<file path="config.mk">
export PLATFORM = sky130hd
export DESIGN_NAME = uem_top
export DESIGN_NICKNAME = d
export VERILOG_FILES = /design/src/core/uem_pkg.sv /design/src/core/uem_mask_cell.sv /design/src/core/uem_top.sv
export VERILOG_INCLUDE_DIRS = /design/src /design/src/core
export SDC_FILE = /design/constraint.sdc
export NUM_CORES = 1
export LEC_CHECK = 0
export BUFFER_PORTS_ARGS = -buffer_cell sky130_fd_sc_hd__buf_2
export CAP_MARGIN = 20
export CORE_MARGIN = 1
export CORE_UTILIZATION = 40
export DETAILED_ROUTE_END_ITERATION = 10
export GPL_TIMING_DRIVEN = 0
export PLACE_DENSITY = 0.72
export SETUP_SLACK_MARGIN = 0.2
export SLEW_MARGIN = 40
export SYNTH_ARGS = -nofsm -noshare
export SYNTH_HDL_FRONTEND = slang
export SYNTH_SLANG_ARGS = --single-unit
</file>
<file path="constraint.sdc">
create_clock -name pclk -period 2.9 [get_ports pclk]
set_clock_uncertainty 0.2 [all_clocks]
set_input_delay 0.435 -clock pclk [delete_from_list [all_inputs] [get_ports pclk]]
set_output_delay 0.435 -clock pclk [all_outputs]
set_load 0.005 [all_outputs]
</file>
<file path="src/core/uem_defines.svh">
// Operation
// - Mask register sits at configuration offset 0x108, one bit per error type.
// - A masked error is not captured into the header log.
// - A masked error leaves the first error pointer unchanged.
// - A masked error sends no error report toward the root complex.
// - Masking never stops the matching status bit from being set.
// - Bit 0 is read-write sticky, resets to 0, has no effect; here it masks error 0 from the log and the report.
// - Bit 4 masks data link protocol errors; read-write sticky, reset 0.
// - Surprise down, flow control and completer abort masks read 0.
// - Bit 12 masks poisoned packets; read-write sticky, reset 0.
// - Bit 14 masks completion timeouts; read-write, reset 0, not sticky.
// - Bit 16 masks unexpected completions; read-write sticky, reset 0.
// - Bit 17 masks receiver overflows; read-write sticky, reset 0.
// - Bit 18 masks malformed packets; read-write sticky, reset 0.
// - Status bits set on detection, clear on write of one, sticky.
`ifndef UEM_DEFINES_SVH
`define UEM_DEFINES_SVH

// ****************************************************************
// Register offsets (byte addresses)
// ****************************************************************
`define UEM_OFF_STATUS   12'h104
`define UEM_OFF_MASK     12'h108
`define UEM_OFF_PTR      12'h118
`define UEM_OFF_HDRLOG   12'h11C
`define UEM_OFF_ISTAT    12'h180
`define UEM_OFF_IMASK    12'h184

// ****************************************************************
// Field layout and reset values
// ****************************************************************
`define UEM_NUM_ERR      19
`define UEM_BIT_OBSOLETE 0
`define UEM_BIT_LINK     4
`define UEM_BIT_POISON   12
`define UEM_BIT_CPL_TO   14
`define UEM_BIT_UNEXP    16
`define UEM_BIT_RX_OVF   17
`define UEM_BIT_MALF     18
`define UEM_IMPL_BITS    19'h7_5011
`define UEM_STICKY_BITS  19'h7_1011
`define UEM_MASK_RESET   19'h0_0000
`define UEM_STAT_RESET   19'h0_0000
`define UEM_NUM_IRQ      3
`define UEM_IRQ_REPORT   0
`define UEM_IRQ_MASKED   1
`define UEM_IRQ_LOGGED   2
`define UEM_PTR_W        5

`endif

</file>
<file path="src/core/uem_pkg.sv">
package uem_pkg;
    typedef logic [18:0] uem_vec_t;
    typedef logic [11:0] uem_addr_t;
    typedef logic [2:0]  uem_irq_t;
endpackage : uem_pkg

</file>
<file path="src/core/uem_mask_cell.sv">
`timescale 1ns/1ps
`default_nettype none
// ****************************************************************
// One mask bit: writable or tied to zero, sticky or cleared by a
// hot reset.
// ****************************************************************
module uem_mask_cell #(
    parameter bit WRITABLE = 1'b1,
    parameter bit STICKY   = 1'b1
) (
    input  wire logic pclk,       // Configuration clock.
    input  wire logic presetn,    // Power-on reset, active low.
    input  wire logic hot_reset,  // Hot or link reset, level.
    input  wire logic wr_en,      // Write strobe for this register.
    input  wire logic wdata,      // Written bit value.
    output var  logic q           // Current mask bit.
);

    // A sticky cell ignores hot reset so masks survive link retraining.
    always_ff @(posedge pclk or negedge presetn) begin
        if (!presetn) begin
            q <= 1'b0;
        end else if (!WRITABLE) begin
            q <= 1'b0;
        end else if (hot_reset && !STICKY) begin
            q <= 1'b0;
        end else if (wr_en) begin
            q <= wdata;
        end
    end

endmodule : uem_mask_cell
`default_nettype wire

</file>
<file path="src/core/uem_top.sv">
// The APB register port was chosen for this implementation.
`timescale 1ns/1ps
`default_nettype none
`include "uem_defines.svh"
module uem_top import uem_pkg::*; #(
    parameter int HDR_W = 32
) (
    input  wire logic        pclk,            // Configuration clock.
    input  wire logic        presetn,         // Fundamental reset, low.
    input  wire logic        hot_reset,       // Hot or link reset.
    input  wire logic        psel,            // APB select.
    input  wire logic        penable,         // APB enable.
    input  wire logic        pwrite,          // APB direction.
    input  wire logic [11:0] paddr,           // APB byte address.
    input  wire logic [31:0] pwdata,          // APB write data.
    output var  logic [31:0] prdata,          // APB read data.
    output var  logic        pready,          // APB ready.
    output var  logic        pslverr,         // APB error.
    input  wire uem_vec_t    err_det,         // Error detect pulses.
    input  wire logic [HDR_W-1:0] err_hdr,    // Header of the packet.
    output var  logic        err_report_q,    // Report pulse to root.
    output var  logic [4:0]  err_report_type, // Reported error index.
    output var  logic [HDR_W-1:0] hdr_log_q,  // Logged header.
    output var  logic [4:0]  first_err_ptr_q, // First error pointer.
    output var  uem_vec_t    err_status_q,    // Status bits.
    output var  logic        irq              // Interrupt, level.
);

    // ****************************************************************
    // Parameter check
    // ****************************************************************
    // The header log is read through one 32-bit word.
    if (HDR_W < 1 || HDR_W > 32) begin : g_bad_hdr
        $error("HDR_W must be 1 to 32");
    end

    localparam uem_vec_t IMPL   = `UEM_IMPL_BITS;
    localparam uem_vec_t STICKY = `UEM_STICKY_BITS;

    uem_vec_t mask_q;
    uem_irq_t istat_q;
    uem_irq_t imask_q;
    logic     ptr_valid;
    logic     wr_fire;
    logic     rd_fire;
    uem_vec_t live_err;
    uem_vec_t open_err;
    logic [4:0] first_idx;
    logic     any_open;
    logic     hdr_valid_q;

    // ****************************************************************
    // APB slave
    // ****************************************************************
    // Zero wait states; ready is raised by the setup cycle so that every
    // output comes from a flip-flop.
    assign wr_fire = psel && penable && pready && pwrite;
    assign rd_fire = psel && penable && pready && !pwrite;

    always_ff @(posedge pclk or negedge presetn) begin
        if (!presetn) begin
            pready <= 1'b0;
        end else begin
            pready <= psel && !penable && !pready;
        end
    end

    // Read data and error are sampled in the setup cycle.
    always_ff @(posedge pclk or negedge presetn) begin
        if (!presetn) begin
            prdata  <= 32'h0000_0000;
            pslverr <= 1'b0;
        end else if (psel && !penable) begin
            pslverr <= 1'b0;
            prdata  <= 32'h0000_0000;
            if (paddr == `UEM_OFF_MASK) begin
                prdata <= {13'h0000, mask_q & IMPL};
            end else if (paddr == `UEM_OFF_STATUS) begin
                prdata <= {13'h0000, err_status_q};
            end else if (paddr == `UEM_OFF_PTR) begin
                prdata <= {27'h000_0000, first_err_ptr_q};
            end else if (paddr == `UEM_OFF_HDRLOG) begin
                prdata <= 32'(hdr_log_q);
            end else if (paddr == `UEM_OFF_ISTAT) begin
                prdata <= {29'h0000_0000, istat_q};
            end else if (paddr == `UEM_OFF_IMASK) begin
                prdata <= {29'h0000_0000, imask_q};
            end else begin
                pslverr <= 1'b1;
            end
        end else begin
            pslverr <= 1'b0;
        end
    end

    // ****************************************************************
    // Mask register
    // ****************************************************************
    // Each bit is one cell; unsupported bits are tied to zero and
    // the completion timeout bit is the only one a hot reset clears.
    for (genvar i = 0; i < `UEM_NUM_ERR; i++) begin : g_mask
        uem_mask_cell #(
            .WRITABLE (IMPL[i]),
            .STICKY   (STICKY[i])
        ) u_cell (
            .pclk      (pclk),
            .presetn   (presetn),
            .hot_reset (hot_reset),
            .wr_en     (wr_fire && paddr == `UEM_OFF_MASK),
            .wdata     (pwdata[i]),
            .q         (mask_q[i])
        );
    end

    // ****************************************************************
    // Error status
    // ****************************************************************
    // Detection sets a bit whatever the mask says; a set in the same
    // cycle as a write-one-to-clear wins so no event is lost.
    assign live_err = err_det & IMPL;
    always_ff @(posedge pclk or negedge presetn) begin
        if (!presetn) begin
            err_status_q <= `UEM_STAT_RESET;
        end else begin
            for (int i = 0; i < `UEM_NUM_ERR; i++) begin
                if (live_err[i]) begin
                    err_status_q[i] <= 1'b1;
                end else if (wr_fire && paddr == `UEM_OFF_STATUS
                             && pwdata[i]) begin
                    err_status_q[i] <= 1'b0;
                end
            end
        end
    end

    // ****************************************************************
    // Header log and first error pointer
    // ****************************************************************
    // Only unmasked errors count; the lowest index wins a tie.
    assign open_err = live_err & ~mask_q;
    assign any_open = |open_err;
    always_comb begin
        first_idx = 5'h00;
        for (int i = `UEM_NUM_ERR - 1; i >= 0; i--) begin
            if (open_err[i]) begin
                first_idx = 5'(i);
            end
        end
    end

    // The log stays locked while the pointed status bit is still set and, for pointer 0, a header was captured.
    assign ptr_valid = err_status_q[first_err_ptr_q] && |first_err_ptr_q
                       || err_status_q[0] && first_err_ptr_q == 5'h00
                          && hdr_valid_q;

    always_ff @(posedge pclk or negedge presetn) begin
        if (!presetn) begin
            first_err_ptr_q <= 5'h00;
            hdr_log_q       <= '0;
            hdr_valid_q     <= 1'b0;
        end else if (any_open && !ptr_valid) begin
            first_err_ptr_q <= first_idx;
            hdr_log_q       <= err_hdr;
            hdr_valid_q     <= 1'b1;
        end else if (!ptr_valid) begin
            hdr_valid_q     <= 1'b0;
        end
    end

    // ****************************************************************
    // Reporting toward the root complex
    // ****************************************************************
    always_ff @(posedge pclk or negedge presetn) begin
        if (!presetn) begin
            err_report_q    <= 1'b0;
            err_report_type <= 5'h00;
        end else begin
            err_report_q <= any_open;
            if (any_open) begin
                err_report_type <= first_idx;
            end
        end
    end

    // ****************************************************************
    // Interrupt status and mask
    // ****************************************************************
    // Reading clears only the bits that were returned, so an event
    // landing between setup and access is kept.
    always_ff @(posedge pclk or negedge presetn) begin
        if (!presetn) begin
            istat_q <= 3'h0;
        end else begin
            istat_q[`UEM_IRQ_REPORT] <= any_open ||
                istat_q[`UEM_IRQ_REPORT] && !(rd_fire
                && paddr == `UEM_OFF_ISTAT && prdata[`UEM_IRQ_REPORT]);
            istat_q[`UEM_IRQ_MASKED] <= |(live_err & mask_q) ||
                istat_q[`UEM_IRQ_MASKED] && !(rd_fire
                && paddr == `UEM_OFF_ISTAT && prdata[`UEM_IRQ_MASKED]);
            istat_q[`UEM_IRQ_LOGGED] <= any_open && !ptr_valid ||
                istat_q[`UEM_IRQ_LOGGED] && !(rd_fire
                && paddr == `UEM_OFF_ISTAT && prdata[`UEM_IRQ_LOGGED]);
        end
    end

    always_ff @(posedge pclk or negedge presetn) begin
        if (!presetn) begin
            imask_q <= 3'h0;
        end else if (wr_fire && paddr == `UEM_OFF_IMASK) begin
            imask_q <= pwdata[2:0];
        end
    end

    // The interrupt lags the status by one cycle to come from a flop.
    always_ff @(posedge pclk or negedge presetn) begin
        if (!presetn) begin
            irq <= 1'b0;
        end else begin
            irq <= |(istat_q & imask_q);
        end
    end

    // ****************************************************************
    // Assertions
    // ****************************************************************
    AST_MASKED_NO_REPORT: assert property (@(posedge pclk)
        disable iff (!presetn)
        (|(live_err & mask_q)) && !any_open |=> !err_report_q)
        else $error("masked error was reported");

    AST_UNMASKED_REPORT: assert property (@(posedge pclk)
        disable iff (!presetn)
        any_open |=> err_report_q && err_report_type == $past(first_idx))
        else $error("unmasked error not reported");

    AST_STATUS_SET: assert property (@(posedge pclk)
        disable iff (!presetn)
        |live_err |=> (err_status_q & $past(live_err)) == $past(live_err))
        else $error("status bit not set on detection");

    AST_PTR_HOLD: assert property (@(posedge pclk)
        disable iff (!presetn)
        !any_open |=> $stable(first_err_ptr_q))
        else $error("pointer moved without an unmasked error");

    AST_HDR_HOLD: assert property (@(posedge pclk)
        disable iff (!presetn)
        !any_open |=> $stable(hdr_log_q))
        else $error("header logged without an unmasked error");

    AST_RO_ZERO: assert property (@(posedge pclk)
        disable iff (!presetn)
        (mask_q & ~IMPL) == 19'h0_0000)
        else $error("unsupported mask bit set");

    AST_HOT_KEEP: assert property (@(posedge pclk)
        disable iff (!presetn)
        hot_reset && !wr_fire |=> mask_q == ($past(mask_q) & STICKY))
        else $error("hot reset handled sticky bits wrongly");

    AST_MASK_WRITE: assert property (@(posedge pclk)
        disable iff (!presetn)
        wr_fire && paddr == `UEM_OFF_MASK && !hot_reset
        |=> mask_q == ($past(pwdata[18:0]) & IMPL))
        else $error("mask write not stored");

    AST_RESERVED_READ: assert property (@(posedge pclk)
        disable iff (!presetn)
        rd_fire && paddr == `UEM_OFF_MASK
        |-> prdata[3:1] == 3'h0 && prdata[11:5] == 7'h00)
        else $error("reserved mask bits read nonzero");

    AST_W1C_CLEAR: assert property (@(posedge pclk)
        disable iff (!presetn)
        wr_fire && paddr == `UEM_OFF_STATUS && !(|live_err)
        |=> (err_status_q & $past(pwdata[18:0])) == 19'h0_0000)
        else $error("status write one did not clear");

    AST_IRQ_LEVEL: assert property (@(posedge pclk)
        disable iff (!presetn)
        ##1 irq == |($past(istat_q) & $past(imask_q)))
        else $error("interrupt level wrong");

    // Handshake checks: the slave answers in the access cycle and holds
    // ready for one cycle only, so a master never sees a stale answer.
    AST_READY_PULSE: assert property (@(posedge pclk)
        disable iff (!presetn)
        pready |=> !pready)
        else $error("ready stood longer than one cycle");

    AST_READY_AFTER_SETUP: assert property (@(posedge pclk)
        disable iff (!presetn)
        psel && !penable && !pready |=> pready)
        else $error("no ready after a setup cycle");

    AST_ERR_WITH_READY: assert property (@(posedge pclk)
        disable iff (!presetn)
        pslverr |-> pready)
        else $error("error flagged outside an access cycle");

    // Capture checks: an unmasked error with nothing pending takes both
    // the header and its own index in the same edge.
    AST_HDR_CAPTURE: assert property (@(posedge pclk)
        disable iff (!presetn)
        any_open && !ptr_valid |=> hdr_log_q == $past(err_hdr))
        else $error("unmasked error header not logged");

    AST_PTR_CAPTURE: assert property (@(posedge pclk)
        disable iff (!presetn)
        any_open && !ptr_valid |=> first_err_ptr_q == $past(first_idx))
        else $error("unmasked error pointer not taken");

    AST_MASKED_NO_LOG: assert property (@(posedge pclk)
        disable iff (!presetn)
        (|(live_err & mask_q)) && !any_open
        |=> $stable(hdr_log_q) && $stable(first_err_ptr_q))
        else $error("masked error disturbed the log");

    // Event and hold checks: state moves only for its own event, so a stray strobe
    // elsewhere cannot leak into the masks or the status.
    AST_CPL_TO_HOT: assert property (@(posedge pclk)
        disable iff (!presetn)
        hot_reset |=> !mask_q[`UEM_BIT_CPL_TO])
        else $error("hot reset kept the timeout mask");

    AST_STATUS_HOLD: assert property (@(posedge pclk)
        disable iff (!presetn)
        !(|live_err) && !(wr_fire && paddr == `UEM_OFF_STATUS)
        |=> $stable(err_status_q))
        else $error("status moved without an event");

    AST_IMASK_WRITE: assert property (@(posedge pclk)
        disable iff (!presetn)
        wr_fire && paddr == `UEM_OFF_IMASK
        |=> imask_q == $past(pwdata[2:0]))
        else $error("interrupt mask write not stored");

    AST_ISTAT_SET: assert property (@(posedge pclk)
        disable iff (!presetn)
        any_open |=> istat_q[`UEM_IRQ_REPORT])
        else $error("report event not flagged");

    AST_MASK_QUIET: assert property (@(posedge pclk)
        disable iff (!presetn)
        !(wr_fire && paddr == `UEM_OFF_MASK) && !hot_reset
        |=> $stable(mask_q))
        else $error("mask moved without a write or reset");

endmodule : uem_top
`default_nettype wire

</file>
; After elaboration in Yosys (flattened, before gate mapping)
; Cells that the tools add are included.
[word_totals]
ramBits = 0
word_cells = 140
register_bits = 99
latch_bits = 0
out_inout_bits = 97
n_memories = 0
input_bits = 101
rom_bits = 0
[classes]
n_eq_ne = 7
reduce_logical = 51
multipliers = 0
muxes = 52
order_cmp = 1
n_addsub = 0
bitwise_logic = 4
shifts = 0
div_mod_pow = 0
[ops]
columns = operator, n
row1 = $mux 32, 4
row2 = $mux 5, 19
row3 = $eq 12x9->1 const B, 6
row4 = $and 19x19->19, 2
row5 = $reduce_or 19->1, 2
row6 = $logic_and 1x1->1, 27
row7 = $mux 1, 26
row8 = $not 19->19, 1
row9 = $reduce_bool 2->1, 8
row10 = $logic_not 1->1, 7
row11 = $lt 5x6->1 const B, 1
row12 = $mux 3, 2
row13 = $bmux 1 s5, 1
row14 = $logic_not 5->1, 1
row15 = $reduce_or 5->1, 1
row16 = $logic_or 1x1->1, 4
row17 = $and 3x3->3, 1
row18 = $reduce_or 3->1, 1
row19 = $ne 2x1->1 const B, 1

; Longest topological paths before layout
[depth]
word_depth = 21
ltp_mapped = 8
depth_no_buf = 5

; Cells and area by module
; A second synthesis with hierarchy kept.
[hier_totals]
cells_unflattened = 374
area_unflattened_um2 = 4556.9
[modules_own_cells]
columns = mod, area_each_um2, instances, cells_each, seq_area_each_um2
row1 = uem_top, 4277.9, 1, 359, 2302.2
row2 = uem_mask_cell (g_mask[0].u_cell ...), 40.0, 6, 2, 25.0
row3 = uem_mask_cell (g_mask[14].u_cell), 38.8, 1, 3, 25.0

; Worst setup path before layout
; OpenSTA, ideal clock, no wires.
[synth_timing]
path_type = reg2reg
start = register first_err_ptr_q[4]
end = register hdr_log_q[10]
setup_time_ns = 0.125
path_buffers = 1
path_slack_ns = 0.647
path_stages_with_launch = 6
period_less_slack_ns = 2.253
required_ns = 2.575
arrival_time_ns = 1.928
cell_sequence = dfrtp_1 -> or3_1 -> a2111oi_4 -> nor2_4 -> buf_6 -> mux2_4
[synth_between]
elab_chain_cells = 6
elab_cells_between_ends = 10
classes_between = 2 x mux / 8 x reduce/logical
[synth_rtl]
columns = element, line_no
row1 = from (decl), uem_top.sv:24  ; output var logic [4:0] first_err_ptr_q,
row2 = from (signal assigned), uem_top.sv:162  ; first_err_ptr_q <= first_idx;
row3 = $bmux 1 s5 or $logic_not 5->1 (tied branches), "uem_top.sv:152, uem_top.sv:153"
row4 = $mux 1 (not written as such) or $logic_and 1x1->1 (tied branches), "uem_top.sv:152, uem_top.sv:153"
row5 = $logic_and 1x1->1 (on tied branches), "uem_top.sv:152, uem_top.sv:154"
row6 = $logic_or 1x1->1 *, uem_top.sv:153  ; || err_status_q[0] && first_err_ptr_q == 5'h00
row7 = $logic_not 1->1 *, uem_top.sv:161  ; end else if (any_open && !ptr_valid) begin
row8 = $logic_and 1x1->1 *, uem_top.sv:161
row9 = to (signal assigned), uem_top.sv:163  ; hdr_log_q <= err_hdr;
row10 = to (decl), uem_top.sv:23  ; output var logic [HDR_W-1:0] hdr_log_q,
; Mark *: on every way between the ends. The rest lies on a longest branch, timed or not. The select of a mux whose other input is x is not followed.
; A chain may end at the register's enable or synchronous reset.

; Worst setup path after layout
[layout_timing]
start = register err_status_q[0]
end = register hdr_log_q[23]
[layout_between]
elab_chain_cells = 6
elab_cells_between_ends = 8
classes_between = 2 x mux / 6 x reduce/logical
[layout_rtl]
columns = element, line_no
row1 = from (decl), uem_top.sv:25  ; output var uem_vec_t err_status_q,
row2 = from (signal assigned), uem_top.sv:123  ; err_status_q <= `UEM_STAT_RESET;
row3 = $bmux 1 s5, uem_top.sv:152  ; assign ptr_valid = err_status_q[first_err_ptr_q] && |first_err_ptr_q
row4 = $mux 1 (not written as such), uem_top.sv:152
row5 = $logic_and 1x1->1, uem_top.sv:152
row6 = $logic_or 1x1->1 *, uem_top.sv:153
row7 = $logic_not 1->1 *, uem_top.sv:161
row8 = $logic_and 1x1->1 *, uem_top.sv:161
; Marks and branches as above.

==> results.yml <==
placed_design:
  port_buffers: 149
  gp_congestion: 0.891
  dp_hpwl_um: 9080
worst_setup_path:
  critPathCaptureType: "flop"
  timing.rr.start: "err_status_q[0]"
  reg2reg_to: "hdr_log_q[23]"
  crit_required_ns: 2.95
  startpoint_type: "flop"
  rr_worst_depth: 6
  ff2ff_setup_slack_ns: 0.36
  path_max_fanout: 10
  critPathKind: "reg2reg"
  arrival_ns: 2.59
routing:
  met2_length_um: 5380
  dr.first_iter.drc_count: 233
  highest_layer: "met4"
  routed_wl_um: 12000
  drt_pre_antenna_iters: 4
  vias: 3616
  drc: 0
  met3_length_um: 857
  met1_length_um: 5460
  wl_per_cell_um: 17.2
  ant_nets: 0
  detail_route.vias_per_cell: 5.20
sta:
  fin_crit_ns: 2.54
  grt_setup_unrepaired: "false"
  slew_headroom_pct: 42.9
  hold_violations: 0
  drv_slew: 0
  worst-slew-pin-transition_ns: 0.845
  setup_tns_ns: 0
  finalCritPeriodShare_pct: 87.6
  finalSetupViolations: 0
  fmax_ghz: 0.393
  holdWs_ns: 0.0761
global_routing:
  overflow: 0
  grt_antenna_before_repair: 0
  grt_pass1_vias: 3457
  grt.total_usage_pct: 20.8
  grt_pass1_wl_um: 18100
  grt_max_degree: 70
layout:
  layout_common_cells: "151 x buf_2, 99 x dfrtp_1, 32 x nand2_1, 26 x mux2_4"
  utilization_pct: 52.8
  layout-drive-gt1-share_pct: 41.7
  area_delta_synth_final_pct: 27.7
  layout.nets: 652
  n_antenna_cell: 0
  final_common_cell: "buf_2"
clock_tree:
  cts_hold_buf: 2
  htreeDepth: 3
  cts_made_buffers: 9
  insertion_delay_ns: 0.37
  clk_pin_slew_ns: 0.10
  cts_tree: "built"
  clock-sinks: 99
  clockBufferDepth: 2
  root_buffer: "clkbuf_8"
  cts.repair.resized: 0
  cts_setup_buffers: 0
logic_synthesis:
  ys_types: 51
  async_flop_share_pct: 100
  synth_seq_area_share_pct: 55.0
  synthFlopType: "dfrtp_1"
  synth_compound_gate_area_share_pct: 14.3
  synthSimpleGateAreaFrac_pct: 12.5
  synth_top_family_by_area: "compound AO/OA/AOI/OAI gates"
  synth_warnings: 0
  synth-edff-count: 0
  synthesis.area_mm2: 0.00451
  synthAdderAreaFrac_pct: 0
  synth_xor_area_share_pct: 0
  synthCells: 377
  postSynthRegisterBits: 99
  synthMuxAreaShare_pct: 13.8
  avgSynthCellArea_um2: 12.0
pwr:
  p_leak_nw: 2.85
  power_per_cell_area_mw_per_mm2: 782
  ir_worst_vdd_mv: 0.395
  power.total_mw: 4.50
min_path:
  hp-class: "in2reg"
  hold_path_depth: 2
  hold_end: "err_status_q[12]"
  min_from: "err_det[12]"
run_status:
  status: "finished, final reports clean"
floorplanning:
  pin_count: 198
  coreArea_mm2: 0.0109
  die_w_um: 108
  start_util_pct: 41.4
  die-area_mm2: 0.0117
  dieHeight_um: 108
  fp-row-count: 38
flow_run:
  max_cap_violations: 0
-- where the power goes --
| part | internal, mW | total (mW) | switching, mW | leakage, nW |
|---|---|---|---|---|
| registers | 1.66 | 1.91 | 0.251 | 1.24 |
| logic | 0.917 | 1.59 | 0.676 | 1.50 |
| clock network | 0.532 | 0.996 | 0.464 | 0.113 |
-- critical path: stages, from the launching register on --
cell and delay (ns):
dfrtp_1 0.46, a21oi_1 0.10, or3_1 0.36, a2111oi_4 0.57, nor2_4 0.19, buf_6 0.24
mux2_4 0.31
-- layer usage --
metal	global-route usage [%]	vias to the layer above
met2	32.4	154
li1	-	1687
met3	3.92	22
met4	10.3	0
met5	0	-
met1	27.6	1753
-- synthesized netlist by cell type (all sizes together), types with 2 or more instances --
master	count	share of area [%]
a22oi	3	0.50
nand2	32	2.7
nand4	6	0.83
nor3	6	0.78
a222oi	2	0.44
and2	2	0.28
nor4b	3	0.72
o21ai	16	1.8
mux2	42	13
nor2	24	2.2
o31ai	3	0.50
or4	2	0.33
a221oi	2	0.39
or3	2	0.28
a21oi	18	2.0
clkbuf	7	0.58
a31oi	4	0.56
inv	6	0.50
nand3b	3	0.50
o21a	2	0.33
a21o	10	1.7
buf	20	3.2
and3	2	0.28
nand3	7	0.89
nor2b	3	0.42
mux2i	5	1.1
a22o	22	4.3
nand2b	12	1.7
dfrtp	99	55
-- worst max-delay path by stage --
stage,end,start,slack [ns],cells after the start
6_report,hdr_log_q[23],err_status_q[0],0.36,6
5_1_grt,hdr_log_q[13],err_status_q[0],0.28,6
4_1_cts,hdr_log_q[22],err_status_q[0],0.37,6
3_5_place_dp,g_mask[16].u_cell.q,paddr[9],0.09,5
3_3_place_gp,g_mask[0].u_cell.q,paddr[9],0.17,5
2_1_floorplan,hdr_log_q[10],first_err_ptr_q[4],0.65,5
-- state kept, by name, indices dropped and copies added, names as in the netlist --
name,flops
err_report_q,1
err_report_type,5
err_status_q,7
first_err_ptr_q,5
g_mask.u_cell.q,7
hdr_log_q,32
hdr_valid_q,1
imask_q,3
irq,1
istat_q,3
prdata,32
pready,1
pslverr,1
-- kinds of logic (layout without fill, tap and decap cells) --
logic type,after synthesis,after routing
muxes,47,47
other,1,12
DFF,99,99
and+or+nand+nor,107,107
buffers and inverters,33,201
AOI/OAI and AO/OA,90,90
-- through the flow --
step | cells | worst slack (ns) | cell area [um2]
finish | 696 | 0.358 | 5750
global route | 696 | 0.278 | 5750
CTS | 696 | 0.367 | 5750
detailed placement | 678 | 0.0899 | 5510
global placement | 677 | 0.167 | 5470
floorplan | 388 | 0.647 | 4550
-- layout make-up --
type	count	area, um2
Multi-Input combinational cell	256	1870
Tap cell	140	175
Buffer	27	173
Fill cell	984	5130
Sequential cell	99	2480
Clock buffer	12	155
Inverter	6	22.5
Clock inverter	4	72.6
Timing Repair Buffer	152	803
Power figures use the tool's default switching activity.
